==> config.mk <==
export PLATFORM = sky130hd
export DESIGN_NAME = spb_serial_port
export DESIGN_NICKNAME = d
export VERILOG_FILES = /design/src/spb_pkg.sv /design/src/spb_serial_port.sv
export SDC_FILE = /design/constraint.sdc
export NUM_CORES = 1
export LEC_CHECK = 0
export BUFFER_PORTS_ARGS = -buffer_cell sky130_fd_sc_hd__buf_4
export CAP_MARGIN = 10
export CORE_MARGIN = 1
export CORE_UTILIZATION = 55
export DETAILED_ROUTE_END_ITERATION = 10
export PLACE_DENSITY = 0.78
export SETUP_SLACK_MARGIN = 0.2
export SLEW_MARGIN = 10
export SYNTH_ARGS = -nofsm -noshare
export SYNTH_HDL_FRONTEND = slang
export SYNTH_SLANG_ARGS = --single-unit
==> constraint.sdc <==
create_clock -name clk -period 4.9 [get_ports clk]
set_input_delay 0.49 -clock clk [delete_from_list [all_inputs] [get_ports clk]]
set_output_delay 0.49 -clock clk [all_outputs]
set_load 0.005 [all_outputs]
==> src/spb_pkg.sv <==
// Constants, register map and state record of the serial port block.
// Assumes one 10 MHz clock that stands for the oscillator.
package spb_pkg;

	localparam logic [7:0] OFF_CTRL   = 8'h00;
	localparam logic [7:0] OFF_BUF    = 8'h04;
	localparam logic [7:0] OFF_PWR    = 8'h08;
	localparam logic [7:0] OFF_RELOAD = 8'h0c;
	localparam logic [7:0] OFF_TMODE  = 8'h10;
	localparam logic [7:0] OFF_STAT   = 8'h14;

	// Register fields: control, power and timer mode
	localparam int CTL_MODE_HI = 7;
	localparam int CTL_MODE_LO = 6;
	localparam int CTL_FILTER  = 5;
	localparam int CTL_RX_EN   = 4;
	localparam int CTL_RX9     = 2;
	localparam int CTL_TX_DONE = 1;
	localparam int CTL_RX_DONE = 0;
	localparam int PWR_DOUBLE  = 7;
	localparam int TMODE_T1_HI = 5;
	localparam int TMODE_T1_LO = 4;

	localparam logic [1:0] MODE_SHIFT = 2'b00;
	localparam logic [1:0] MODE_FIXED = 2'b10;
	localparam logic [1:0] T1_AUTO    = 2'b10;

	// Machine cycle phases, S1P1 = 0 .. S6P2 = 11
	localparam logic [3:0] PH_S1P1 = 4'h0;
	localparam logic [3:0] PH_S3P1 = 4'h4;
	localparam logic [3:0] PH_S5P2 = 4'h9;
	localparam logic [3:0] PH_S6P2 = 4'hb;

	localparam logic [3:0] DIV16_LAST = 4'hf;
	localparam logic [3:0] SMP_FIRST  = 4'h6;
	localparam logic [3:0] SMP_LAST   = 4'h8;
	localparam logic [1:0] PRE_LAST   = 2'b11;
	localparam logic [7:0] T1_TOP     = 8'hff;
	localparam logic [7:0] RX0_INIT   = 8'hfe;
	localparam logic [8:0] RX1_INIT   = 9'h1ff;

	typedef struct packed {
		logic        psel;
		logic        penable;
		logic        pwrite;
		logic [7:0]  paddr;
		logic [31:0] pwdata;
	} spb_apb_req_s;

	typedef struct packed {
		logic [3:0] ph;
		logic [7:0] ctrl;
		logic [7:0] rbuf;
		logic       dbl;
		logic [7:0] reload;
		logic [7:0] tmode;
		logic [7:0] t1;
		logic       t1half;
		logic [1:0] pre;
		logic       sync1;
		logic       sync2;
		logic [8:0] txsh;
		logic       m0_wpend;
		logic       m0_req;
		logic       m1_req;
		logic       m1_start;
		logic       tx_active;
		logic       tx_data;
		logic       tx_end;
		logic [3:0] txdiv;
		logic       rx0_arm;
		logic       rx0_go;
		logic       rx0_act;
		logic       rx0_end;
		logic       smp;
		logic [7:0] rxsh8;
		logic       rx1_act;
		logic [3:0] rxdiv;
		logic [2:0] smpv;
		logic [8:0] rxsh9;
		logic       rxprev;
		logic       p1;
		logic       p0o;
		logic       p0oe;
	} spb_state_s;

	localparam spb_state_s ST_RESET = '{p1: 1'b1, p0o: 1'b1, rxprev: 1'b1, default: '0};

endpackage : spb_pkg

==> src/spb_serial_port.sv <==
// Serial port: rate generation, shift-register mode and 10-bit asynchronous mode.
// Assumes an APB master on clk; alt_pin_zero input arrives from outside and is synchronised.
`timescale 1ns/1ps
module spb_serial_port
	import spb_pkg::*;
(
	input  wire logic         clk,
	input  wire logic         reset,
	input  wire spb_apb_req_s apb_req,
	output logic [31:0]       prdata,
	output logic              pready,
	output logic              pslverr,
	input  wire logic         alt_pin_zero_in,
	output logic              alt_pin_zero_out,
	output logic              alt_pin_zero_oe,
	output logic              alt_pin_one,
	output logic              serial_irq
);

	function automatic logic [7:0] rev8(input logic [7:0] v);
		logic [7:0] r;
		r = '0;
		for (int i = 0; i < 8; i++)
			r[i] = v[7 - i];
		return r;
	endfunction : rev8

	function automatic logic maj3(input logic [2:0] v);
		return (v[0] & v[1]) | (v[0] & v[2]) | (v[1] & v[2]);
	endfunction : maj3

	spb_state_s s_ff;
	spb_state_s nxt_s;

	logic       access;
	logic       wr;
	logic       mapped;
	logic       mc_end;
	logic       t1ovf;
	logic       tick16;
	logic       txroll;
	logic       bitval;
	logic       ti_set;
	logic       ri_set;
	logic       shclk;
	logic [1:0] mode;

	assign access = apb_req.psel & apb_req.penable;
	assign wr     = access & apb_req.pwrite;
	assign mode   = s_ff.ctrl[CTL_MODE_HI:CTL_MODE_LO];

	always_comb
	begin
		mapped = 1'b1;
		prdata = '0;
		// Reads have no side effects; flags clear only by writing the control word
		if (apb_req.paddr == OFF_CTRL)
			prdata = {24'h0, s_ff.ctrl};
		else if (apb_req.paddr == OFF_BUF)
			prdata = {24'h0, s_ff.rbuf};
		else if (apb_req.paddr == OFF_PWR)
			prdata = {24'h0, s_ff.dbl, 7'h0};
		else if (apb_req.paddr == OFF_RELOAD)
			prdata = {24'h0, s_ff.reload};
		else if (apb_req.paddr == OFF_TMODE)
			prdata = {24'h0, s_ff.tmode};
		else if (apb_req.paddr == OFF_STAT)
			prdata = {30'h0, s_ff.rx0_act | s_ff.rx1_act, s_ff.tx_active};
		else
			mapped = 1'b0;
	end

	assign pready  = 1'b1;
	assign pslverr = access & ~mapped;

	always_comb
	begin
		nxt_s  = s_ff;
		ti_set = 1'b0;
		ri_set = 1'b0;
		t1ovf  = 1'b0;
		tick16 = 1'b0;
		txroll = 1'b0;
		bitval = 1'b0;
		shclk  = 1'b1;

		nxt_s.sync1 = alt_pin_zero_in;
		nxt_s.sync2 = s_ff.sync1;

		// Twelve phases per machine cycle
		nxt_s.ph = (s_ff.ph == PH_S6P2) ? PH_S1P1 : s_ff.ph + 4'h1;
		mc_end   = (s_ff.ph == PH_S6P2);

		// Timer 1, 8-bit auto-reload at machine cycle rate
		if (mc_end && s_ff.tmode[TMODE_T1_HI:TMODE_T1_LO] == T1_AUTO)
		begin
			if (s_ff.t1 == T1_TOP)
			begin
				nxt_s.t1 = s_ff.reload;
				t1ovf    = 1'b1;
			end
			else
				nxt_s.t1 = s_ff.t1 + 8'h1;
		end

		// Sixteen-times rate; the bit divider then gives one more /16
		if (mode == MODE_FIXED)
		begin
			nxt_s.pre = s_ff.pre + 2'h1;
			tick16    = s_ff.dbl ? s_ff.pre[0] : (s_ff.pre == PRE_LAST);
		end
		else
		begin
			if (t1ovf)
				nxt_s.t1half = ~s_ff.t1half;
			// Undoubled rate halves the overflows
			tick16 = t1ovf & (s_ff.dbl | s_ff.t1half);
		end

		if (mode == MODE_SHIFT)
		begin
			// Transmit, one bit per machine cycle
			if (mc_end)
			begin
				nxt_s.m0_wpend = 1'b0;
				if (s_ff.m0_wpend)
					nxt_s.m0_req = 1'b1;
				else if (s_ff.m0_req)
				begin
					nxt_s.m0_req    = 1'b0;
					nxt_s.tx_active = 1'b1;
				end
				else if (s_ff.tx_active && !s_ff.tx_end)
				begin
					nxt_s.txsh = s_ff.txsh >> 1;
					if (s_ff.txsh[8:2] == 7'h0)
						nxt_s.tx_end = 1'b1;
				end
			end
			if (s_ff.ph == PH_S1P1 && s_ff.tx_end)
			begin
				nxt_s.tx_active = 1'b0;
				nxt_s.tx_end    = 1'b0;
				ti_set          = 1'b1;
			end

			// Receive, armed while enabled and the done flag is clear
			if (s_ff.ctrl[CTL_RX_EN] && !s_ff.ctrl[CTL_RX_DONE] && !s_ff.rx0_arm && !s_ff.rx0_go
				&& !s_ff.rx0_act)
				nxt_s.rx0_arm = 1'b1;
			if (s_ff.ph == PH_S1P1 && s_ff.rx0_arm)
			begin
				nxt_s.rx0_arm = 1'b0;
				nxt_s.rx0_go  = 1'b1;
			end
			if (s_ff.ph == PH_S5P2)
				nxt_s.smp = s_ff.sync2;
			if (mc_end && s_ff.rx0_go)
			begin
				nxt_s.rx0_go  = 1'b0;
				nxt_s.rxsh8   = RX0_INIT;
				nxt_s.rx0_act = 1'b1;
			end
			else if (mc_end && s_ff.rx0_act && !s_ff.rx0_end)
			begin
				nxt_s.rxsh8 = {s_ff.rxsh8[6:0], s_ff.smp};
				// Marker at the top: this shift completes the byte
				if (!s_ff.rxsh8[7])
				begin
					nxt_s.rbuf    = rev8({s_ff.rxsh8[6:0], s_ff.smp});
					nxt_s.rx0_end = 1'b1;
				end
			end
			if (s_ff.ph == PH_S1P1 && s_ff.rx0_end)
			begin
				nxt_s.rx0_act = 1'b0;
				nxt_s.rx0_end = 1'b0;
				ri_set        = 1'b1;
			end
		end
		else
		begin
			// Transmit, bit times locked to the transmit divider
			if (tick16)
				nxt_s.txdiv = s_ff.txdiv + 4'h1;
			txroll = tick16 & (s_ff.txdiv == DIV16_LAST);
			if (txroll)
			begin
				if (s_ff.m1_req && !s_ff.tx_active)
				begin
					nxt_s.m1_req   = 1'b0;
					nxt_s.m1_start = 1'b1;
				end
				else if (s_ff.tx_active && !s_ff.tx_data)
					nxt_s.tx_data = 1'b1;
				else if (s_ff.tx_data)
				begin
					nxt_s.txsh = s_ff.txsh >> 1;
					if (s_ff.txsh[8:2] == 7'h0)
					begin
						nxt_s.tx_active = 1'b0;
						nxt_s.tx_data   = 1'b0;
						ti_set          = 1'b1;
					end
				end
			end
			if (s_ff.m1_start && s_ff.ph == PH_S1P1)
			begin
				nxt_s.m1_start  = 1'b0;
				nxt_s.tx_active = 1'b1;
			end

			// Receive, hunting and bit detection at sixteen times the rate
			if (!s_ff.ctrl[CTL_RX_EN])
				nxt_s.rx1_act = 1'b0;
			else if (tick16)
			begin
				nxt_s.rxprev = s_ff.sync2;
				if (!s_ff.rx1_act)
				begin
					if (s_ff.rxprev && !s_ff.sync2)
					begin
						nxt_s.rx1_act = 1'b1;
						nxt_s.rxdiv   = 4'h0;
						nxt_s.rxsh9   = RX1_INIT;
					end
				end
				else
				begin
					nxt_s.rxdiv = s_ff.rxdiv + 4'h1;
					if (s_ff.rxdiv >= SMP_FIRST && s_ff.rxdiv <= SMP_LAST)
						nxt_s.smpv = {s_ff.smpv[1:0], s_ff.sync2};
					if (s_ff.rxdiv == DIV16_LAST)
					begin
						bitval = maj3(s_ff.smpv);
						if (s_ff.rxsh9 == RX1_INIT)
						begin
							// False start is dropped to reject glitches
							if (bitval)
								nxt_s.rx1_act = 1'b0;
							else
								nxt_s.rxsh9 = {s_ff.rxsh9[7:0], bitval};
						end
						else if (!s_ff.rxsh9[8])
						begin
							if (!s_ff.ctrl[CTL_RX_DONE] && (!s_ff.ctrl[CTL_FILTER] || bitval))
							begin
								nxt_s.rbuf = rev8(s_ff.rxsh9[7:0]);
								ri_set     = 1'b1;
							end
							nxt_s.rx1_act = 1'b0;
						end
						else
							nxt_s.rxsh9 = {s_ff.rxsh9[7:0], bitval};
					end
				end
			end
		end

		// Software writes come after the engines so a new load is not shifted away
		if (wr)
		begin
			if (apb_req.paddr == OFF_CTRL)
				nxt_s.ctrl = apb_req.pwdata[7:0];
			else if (apb_req.paddr == OFF_BUF)
			begin
				nxt_s.txsh = {1'b1, apb_req.pwdata[7:0]};
				if (mode == MODE_SHIFT)
					nxt_s.m0_wpend = 1'b1;
				else
					nxt_s.m1_req = 1'b1;
			end
			else if (apb_req.paddr == OFF_PWR)
				nxt_s.dbl = apb_req.pwdata[PWR_DOUBLE];
			else if (apb_req.paddr == OFF_RELOAD)
				nxt_s.reload = apb_req.pwdata[7:0];
			else if (apb_req.paddr == OFF_TMODE)
				nxt_s.tmode = apb_req.pwdata[7:0];
		end

		// Hardware sets win over a clear in the same cycle
		if (ti_set)
			nxt_s.ctrl[CTL_TX_DONE] = 1'b1;
		if (ri_set)
			nxt_s.ctrl[CTL_RX_DONE] = 1'b1;
		if (ri_set && mode != MODE_SHIFT)
			nxt_s.ctrl[CTL_RX9] = bitval;

		// Pins, registered
		shclk = !(nxt_s.ph >= PH_S3P1 && nxt_s.ph <= PH_S5P2);
		if (mode == MODE_SHIFT)
		begin
			nxt_s.p1   = (nxt_s.tx_active || nxt_s.rx0_act) ? shclk : 1'b1;
			nxt_s.p0oe = nxt_s.tx_active;
			nxt_s.p0o  = nxt_s.tx_active ? nxt_s.txsh[0] : 1'b1;
		end
		else
		begin
			nxt_s.p0oe = 1'b0;
			nxt_s.p0o  = 1'b1;
			// Idle and stop level is high
			nxt_s.p1 = !nxt_s.tx_active ? 1'b1 : (!nxt_s.tx_data ? 1'b0 : nxt_s.txsh[0]);
		end
	end

	always_ff @(posedge clk)
	begin
		if (reset)
			s_ff <= ST_RESET;
		else
			s_ff <= nxt_s;
	end

	assign alt_pin_zero_out = s_ff.p0o;
	assign alt_pin_zero_oe  = s_ff.p0oe;
	assign alt_pin_one      = s_ff.p1;
	assign serial_irq       = s_ff.ctrl[CTL_RX_DONE] | s_ff.ctrl[CTL_TX_DONE];

endmodule : spb_serial_port

======== After elaboration in Yosys (flattened, before gate mapping) ========
Cells that the tools add are included.
operators by class
  eq/ne operators ......................... 27
  reduce and logical (&&, ||, !) cells .... 85
  add/subtract/negate cells ............... 5
  multiplexer cells ....................... 127
  divide/modulo/power cells ............... 0
  shift-type cells ........................ 0
  $mul .................................... 0
  $lt $le $gt $ge ......................... 4
  bitwise operators ....................... 22
operator list
  operator                                                                 number
  8-bit 2-to-1 mux                                                         19
  9-bit 2-to-1 mux                                                         14
  1-bit 2-to-1 mux                                                         68
  2-bit nonzero test                                                       22
  10-bit 2-to-1 mux                                                        3
  2-bit AND reduction                                                      12
  11-bit 2-to-1 mux                                                        2
  2-bit 2-to-1 mux                                                         11
  1-bit logical AND                                                        20
  18-bit 2-to-1 mux                                                        1
  6-bit AND reduction                                                      3
  4-bit == test, second input constant                                     4
  8-bit by 4-bit == test with 1-bit output, second input constant          2
  8-bit by 5-bit == test with 1-bit output, second input constant          2
  2-bit by 1-bit inequality test with 1-bit output, second input constant  8
  3-bit 2-to-1 mux                                                         5
  4-bit by 1-bit adder with 4-bit output, second input constant            3
  4-bit AND reduction                                                      3
  1-bit logical NOT                                                        11
  5-bit 2-to-1 mux                                                         2
  10-bit AND reduction                                                     1
  5-bit AND reduction                                                      2
  9-bit == test, second input constant                                     1
  1-bit inverter                                                           9
  22 further kinds                                                         42
storage, ports and cells
  memory bits (read-only) ................. 0
  memory bits (writable) .................. 0
  output and inout port bits .............. 38
  input port bits ......................... 46
  bits in registers ....................... 104
  bits in latches ......................... 0
  memories ................................ 0
  word-level logic and storage cells ...... 308

======== Logic depth before layout (Yosys ltp) ========
Gate-level depths: netlist of run 1.
  depth after elaboration ................. 16
  mapped depth ............................ 10
  mapped depth without buffers ............ 8

======== Least setup slack after synthesis of run 1 ========
No wires, ideal clock.
  path kind ............................... input to output
  start ................................... input apb_req[36] (netlist bit)
  end ..................................... output prdata[1]
  setup slack ............................. 2.563 ns
  stages .................................. 6
  data required time ...................... 4.410 ns
  path buffers ............................ 1
  arrival time ............................ 1.847 ns
  path through ............................ nor4_2 nor3b_1 and3_1 clkbuf_1 a221o_1 mux2_2
between the ends
  longest elaborated chain between the ends .. 7
  elaborated cells between the ends (all ways) .. 12
  those cells by class .................... eq/ne (5); mux (6); reduce/logical (1)
RTL lines
  what                                      line                   text
  start: declaration                        spb_serial_port.sv:9   input wire spb_apb_req_s apb_req,
  8-bit by 5-bit == test with 1-bit output  spb_serial_port.sv:67  else if (apb_req.paddr == OFF_STAT)
  2-bit 2-to-1 mux                          spb_serial_port.sv:67
  8-bit 2-to-1 mux                          spb_serial_port.sv:65  else if (apb_req.paddr == OFF_TMODE)
  8-bit 2-to-1 mux                          spb_serial_port.sv:63  else if (apb_req.paddr == OFF_RELOAD)
  8-bit 2-to-1 mux                          spb_serial_port.sv:61  else if (apb_req.paddr == OFF_PWR)
  8-bit 2-to-1 mux                          spb_serial_port.sv:59  else if (apb_req.paddr == OFF_BUF)
  8-bit 2-to-1 mux (*)                      spb_serial_port.sv:57  if (apb_req.paddr == OFF_CTRL)
  end: declaration                          spb_serial_port.sv:10  output logic [31:0] prdata,
Every way passes the cells marked *; elsewhere a longest branch is shown, timed or not.

======== Worst setup path after layout of run 1 ========
  start ................................... register s_ff[100] (netlist bit)
  end ..................................... register s_ff[8] (netlist bit)
between the ends
  longest elaborated chain between the ends .. 6
RTL lines
  what                                  line                    text
  start: declaration                    spb_serial_port.sv:32   spb_state_s s_ff;
  start signal: assignment              spb_serial_port.sv:311  s_ff <= nxt_s;
  4-bit == test                         spb_serial_port.sv:92   mc_end = (s_ff.ph == PH_S6P2);
  1-bit logical AND                     spb_serial_port.sv:95   if (mc_end && s_ff.tmode[TMODE_T1_HI:TMODE_T1_LO] == T1_AUTO)
  1-bit 2-to-1 mux                      spb_serial_port.sv:95
  1-bit AND                             spb_serial_port.sv:117  tick16 = t1ovf & (s_ff.dbl | s_ff.t1half);
  1-bit 2-to-1 mux                      spb_serial_port.sv:107  if (mode == MODE_FIXED)
  7-bit AND reduction (no source line)  -
Every way passes these cells.
A chain may end at the register's enable or synchronous reset.

==> run metrics, run 1 <==
Storage cell area 2080 sq um; Initial Util 57.2%; sw power 362 uW; number of global-route vias before repair 4193; period utilisation layout 59.9%; Setup crit start s_ff[100]$_SDFF_PP0_; top-count cell post-synth dfxtp_1; clock root cell clkbuf_8; CP peak stage delay 0.53 ns; CTS tree built; Flop pwr share 55.8%; PortBufs 34; Layout area overhead 7.16%; DRT iter0 DRCs 341; post-synthesis cell type count 72; critical path endpoint category register; cts bufs inserted 9; synth warn 0; Post-synth EDFFs 0; reg2reg start s_ff[100]$_SDFF_PP0_; delay-heaviest family, CP compound AO/OA/AOI/OAI gates; worst setup path category register to register; Die Y 100 microns; r2r endpoint s_ff[8]$_SDFFE_PP0P_; Fillers 795; Mapped Area 5310 sq um; Post-Syn Instances 610; Final Hold Slack 0.319 ns; H-tree levels 3; Sink Count 104; CTS max path bufs 2; pre-CTS WS 2.02 ns; layout cells sized above 1 11.8%; fin worst setup slack 1.97 ns; slowest CP cell o21bai_1; Tightest Pin Transition 1.16 ns; Worst Hold Class input pin to register; Hold Path Stages 2; grt ovf 0; Pwr Density 269 nW/um^2; clock latency on the worst-skew pair 0.39 ns; hold_buf cts 0; Lkg Pwr 2.29 nW; Row Count 35; Fin Setup TNS 0 ns; syn_area_per_cell 8.71 sq um; Critical Path, Cell by Cell ha_1 -> o211ai_1 -> nor4_1 -> o21ai_1 -> o21bai_1 -> o311a_1; top-area cell type share of the netlist area 39.2%; wire length of the first global-routing pass 20400 microns; gpl congestion 0.873; endpoints failing setup 0; area leader, netlist dfxtp_1; Int Pwr 1.17 mW; Die Wd 100 microns; max_cap viols 0; clock slew at reported path FFs 0.10 ns; asr flop ratio synth 0%; arrival time of the worst setup path 3.20 ns; final hold viol count 0; largest net degree at the start of global routing 90; outcome complete, no violations; residual DRC count 0; ys flop type dfxtp_1; Multi-input gate area 2920 sq um; Tot GR Track Use 25.8%; post-CTS setup buffer count 0; Core Util, Final 61.3%; critical path buffer and inverter count 0; crit path max fanout 17; Max VDD drop 0.000128 V; register area share after synthesis 39.2%; initial antenna violation count 0; Final ANT Viol Nets 0; top cells by area, synth dfxtp_1 39%, mux2i_1 7.7%, nor2_1 4.4%; Die ar. 10100 sq um; CP Launch Type register; First-pass DRT Iterations 4; min Tclk post-route 2.93 ns; FMAX 341 MHz; fin nets 671; Core ar. 9280 sq um; Worst path depth 6; CP required 5.17 ns; flops & latches, synth 104; combinational power share 4.7%; RSZ-0062 raised after global routing false; n_diodes 0; routed len/inst 16.8 microns; via density per instance 6.08; Slew Limit Fails 0; worst r2r path cells 6; dpl hpwl 8820 microns; final wirelength 12600 microns; Worst Setup EP s_ff[8]$_SDFFE_PP0P_; Rel. slew slack 22.4%; Synth top cells by count 104 x dfxtp_1, 62 x nor2_1, 61 x nand2_1; Fin Clk Skew 0.0155 ns; post_cts resized 0; Sw Ratio 23.7%; I/O Pins 84; routed via count 4557; Clk network pwr share 39.5%; worst reg-to-reg setup slack 1.97 ns
sequential cells by signal, summed over array words and instances (netlist names):
| name | flops |
|---|---|
| alt_pin_one | 1 |
| alt_pin_zero_oe | 1 |
| alt_pin_zero_out | 1 |
| mode | 2 |
| nxt_s | 1 |
| s_ff | 98 |
worst min-delay path by stage:
stage / from / endpoint / slack (ns)
after floorplan: nxt_s[54]$_SDFF_PP0_ / s_ff[54]$_SDFF_PP0_ / 0.41
after global placement: nxt_s[54]$_SDFF_PP0_ / s_ff[54]$_SDFF_PP0_ / 0.42
after detailed placement: nxt_s[54]$_SDFF_PP0_ / s_ff[54]$_SDFF_PP0_ / 0.43
after CTS: alt_pin_zero_in / nxt_s[54]$_SDFF_PP0_ / 0.31
after global routing: alt_pin_zero_in / nxt_s[54]$_SDFF_PP0_ / 0.31
final: alt_pin_zero_in / nxt_s[54]$_SDFF_PP0_ / 0.32
layout by cell type, fill, tap and decap left out, types with 13 or more instances in the layout:
| cell type | instances |
|---|---|
| nand3_1 | 22 |
| a21oi_1 | 35 |
| dfxtp_1 | 104 |
| nand2_1 | 61 |
| buf_4 | 35 |
| mux2i_1 | 41 |
| conb_1 | 25 |
| nor2_1 | 62 |
| o211ai_1 | 13 |
| a211oi_1 | 13 |
logic make-up (layout without fill, tap and decap cells):
logic type | count (synthesis) | after routing | share of synthesized area (%)
compound gates | 139 | 139 | 19.4
xor+xnor | 8 | 8 | 1.32
fa+ha+maj | 10 | 10 | 2.31
buf+inv | 74 | 62 | 7.49
flops | 104 | 104 | 39.2
mux | 45 | 45 | 8.79
other cells | 2 | 25 | 0.141
simple gates | 228 | 228 | 21.3
final cells by class:
class / count / share of cell area (%)
timing repair buffer: 35 / 4.62
tap: 129 / 2.84
sequential: 104 / 36.6
clock buffer: 9 / 2.18
multi-input combinational: 455 / 51.3
inverter: 11 / 0.726
clock inverter: 7 / 1.80
through the flow:
step | total power [mW] | std cells | instance area (sq um)
global route | 1.58 | 750 | 5690
CTS | 1.54 | 750 | 5690
global placement | 0.941 | 734 | 5460
detailed placement | 0.944 | 734 | 5460
finish | 1.53 | 750 | 5690
floorplan | 0.928 | 633 | 5400
metal layers:
metal  part of all wire (%)  wire [microns]  track usage, %  vias up
li1                       -               -               -     2186
met1                     42            5300            31.9     2168
met2                     49            6140            43.6      171
met3                    6.1             769            5.64       32
met4                    2.9             363            10.7        0
met5                      0               0               0        -
power by group through the flow:
stage	sequential, mW	combinational, mW	clock (mW)
3_3_place_gp	0.872	0.0688	0
4_1_cts	0.853	0.0711	0.613
6_report	0.853	0.0720	0.604
3_5_place_dp	0.873	0.0708	0
2_1_floorplan	0.871	0.0571	0
5_1_grt	0.854	0.0798	0.647
(Power assumes the default switching activity.)
==> run 2, diff against run 1 <==
==> constraint.sdc (replaced) <==
create_clock -name clk -period 3 [get_ports clk]
set_input_delay 0.3 -clock clk [delete_from_list [all_inputs] [get_ports clk]]
set_output_delay 0.3 -clock clk [all_outputs]
set_load 0.005 [all_outputs]
==> run 2 against run 1 <==
Clock skew fell by 0.0075 ns. First-iteration DRC count up 7.6%. Register-to-register slack lost 1.6 ns. Critical path depth is 1 higher. Combinational power rose by 64%. Cell area grew 0.26%. Wire length is 1.2% lower. Sequential power increased by 63%. Utilization increased by 0.16 points. Final cell count up 0.93%. Worst setup slack worse by 1.6 ns. Sequential share of layout area decreased by 0.096 points. Critical path type unchanged. Critical endpoint is now alt_pin_one$_SDFF_PP1_. Largest cell class unchanged. Largest power group unchanged.
==> run metrics, run 2 (same netlist as run 1, synthesis figures left out) <==
Hold Path Stages 2 (unchanged); Die Y 100 microns (unchanged); Fin Setup TNS 0 ns (unchanged); worst setup path category register to register; Initial Util 57.2% (unchanged); gpl congestion 0.899 (+2.9%); CP peak stage delay 0.50 ns (-0.03 ns); Slew Limit Fails 0 (unchanged); Core ar. 9280 sq um (unchanged); clock root cell clkbuf_8; Final ANT Viol Nets 0 (unchanged); commonest non-fill, non-tap cell in the layout dfxtp_1; Tightest Pin Transition 0.925 ns (-0.231 ns); slowest CP cell o311ai_0; Row Count 35 (unchanged); Storage cell area 2080 sq um (unchanged); outcome complete, no violations; post_cts resized 0 (unchanged); endpoints failing setup 0 (unchanged); FMAX 382 MHz (+12%); Pwr Density 410 nW/um^2 (+53%); routed via count 4547 (-0.22%); max reg flops 98 (unchanged); Sink Count 104 (unchanged); Rel. slew slack 38.2% (+16 points); clock latency on the worst-skew pair 0.37 ns (-0.02 ns); max_cap viols 0 (unchanged); Die ar. 10100 sq um (unchanged); cts bufs inserted 9 (unchanged); min Tclk post-route 2.62 ns (-0.315 ns); most flop-heavy register s_ff; CP required 3.28 ns (-1.89 ns); post-CTS setup buffer count 0 (unchanged); grt ovf 0 (unchanged); Fin Clk Skew 0.00795 ns (-0.00752 ns); r2r endpoint alt_pin_one$_SDFF_PP1_; final hold viol count 0 (unchanged); via density per instance 6.01 (-1.1%); Fillers 819 (+3.0%); hold_buf cts 0 (unchanged); I/O Pins 84 (unchanged); CTS tree built; CTS max path bufs 2 (unchanged); fin nets 678 (+1.0%); worst reg-to-reg setup slack 0.38 ns (-1.58 ns); critical path endpoint category register; Worst Hold Class input pin to register; Final Hold Slack 0.133 ns (-0.186 ns); n_diodes 0 (unchanged); routed len/inst 16.4 microns (-2.1%); Multi-input gate area 2920 sq um (+0.21%); most frequent cells in the layout 104 x dfxtp_1, 62 x nor2_1, 61 x nand2_1; crit path max fanout 6 (-11); First-pass DRT Iterations 5 (+1); Hold Crit Endpoint nxt_s[54]$_SDFF_PP0_; Tot GR Track Use 25.4% (-0.44 points); DRT iter0 DRCs 367 (+7.6%); Max VDD drop 0.000192 V (+50%); overall power 2.34 mW (+53%); initial antenna violation count 0 (unchanged); PortBufs 34 (unchanged); H-tree levels 3 (unchanged); residual DRC count 0 (unchanged); wire length of the first global-routing pass 20200 microns (-1.1%); CP Launch Type register; Critical Path, Cell by Cell ha_1 -> nand4_2 -> or2_0 -> o31a_1 -> o311ai_0 -> a41oi_1 -> o311ai_1; number of global-route vias before repair 4140 (-1.3%); RSZ-0062 raised after global routing false; arrival time of the worst setup path 2.90 ns (-0.30 ns); dpl hpwl 8840 microns (+0.20%); Die Wd 100 microns (unchanged); min-delay src alt_pin_zero_in; worst r2r path cells 7 (+1); Lkg Pwr 2.31 nW (+0.80%); Layout area overhead 7.45%; clock slew at reported path FFs 0.10 ns (about the same); layout cells sized above 1 12.9% (+1.1 points); reg2reg start s_ff[59]$_SDFFE_PP0P_; period utilisation layout 87.3% (+27 points); largest net degree at the start of global routing 68 (-24%); final wirelength 12400 microns (-1.2%)
==> run 2: how the worst max path moves through the flow <==
stage	start	endpoint	slack [ns]
final	s_ff[59]$_SDFFE_PP0P_	alt_pin_one$_SDFF_PP1_	0.38
after global routing	s_ff[100]$_SDFF_PP0_	s_ff[20]$_SDFFE_PP0P_	0.26
after CTS	s_ff[59]$_SDFFE_PP0P_	alt_pin_one$_SDFF_PP1_	0.43
after detailed placement	s_ff[100]$_SDFF_PP0_	s_ff[6]$_SDFFE_PP0P_	0.46
after global placement	s_ff[59]$_SDFFE_PP0P_	alt_pin_one$_SDFF_PP1_	0.49
after floorplan	s_ff[59]$_SDFFE_PP0P_	s_ff[84]$_SDFFE_PP0P_	0.79
==> run 2: critical path: cells and delay by family, from the launching register on <==
family | cells | cell delay (ns)
flip-flops | 1 | 0.41
AND/OR/NAND/NOR | 2 | 0.60
adder cells (fa/ha/maj) | 1 | 0.28
AO/OA/AOI/OAI | 4 | 1.24
==> run 2: through the flow <==
| step | setup WS, ns | area [sq um] | std cells | util [%] |
|---|---|---|---|---|
| floorplan | 0.794 | 5400 | 633 | - |
| global placement | 0.495 | 5520 | 741 | 59.4 |
| detailed placement | 0.462 | 5520 | 741 | 59.4 |
| CTS | 0.427 | 5700 | 757 | 61.4 |
| global route | 0.264 | 5710 | 757 | 61.5 |
| finish | 0.381 | 5710 | 757 | 61.5 |
==> run 2: area by class of cell <==
| class | count | area share, % |
|---|---|---|
| Timing Repair Buffer | 42 | 5.53 |
| Tap cell | 129 | 2.83 |
| Clock inverter | 5 | 0.548 |
| Inverter | 11 | 0.724 |
| Clock buffer | 11 | 2.65 |
| Sequential cell | 104 | 36.5 |
| Multi-Input combinational cell | 455 | 51.2 |
==> run 2: layer usage <==
metal | vias to the layer above | GRT usage [%] | share of wire (%)
met5 | - | 0 | 0
li1 | 2198 | - | -
met3 | 29 | 4.39 | 5.0
met2 | 148 | 39.9 | 46
met4 | 0 | 12.3 | 3.0
met1 | 2172 | 33.8 | 46
==> run 2: power breakdown <==
part | total, mW | leakage, nW | switching [mW] | internal, mW
combinational | 0.118 | 1.37 | 0.0768 | 0.0413
clock | 0.830 | 0.0951 | 0.485 | 0.345
sequential | 1.39 | 0.839 | 0.00771 | 1.39
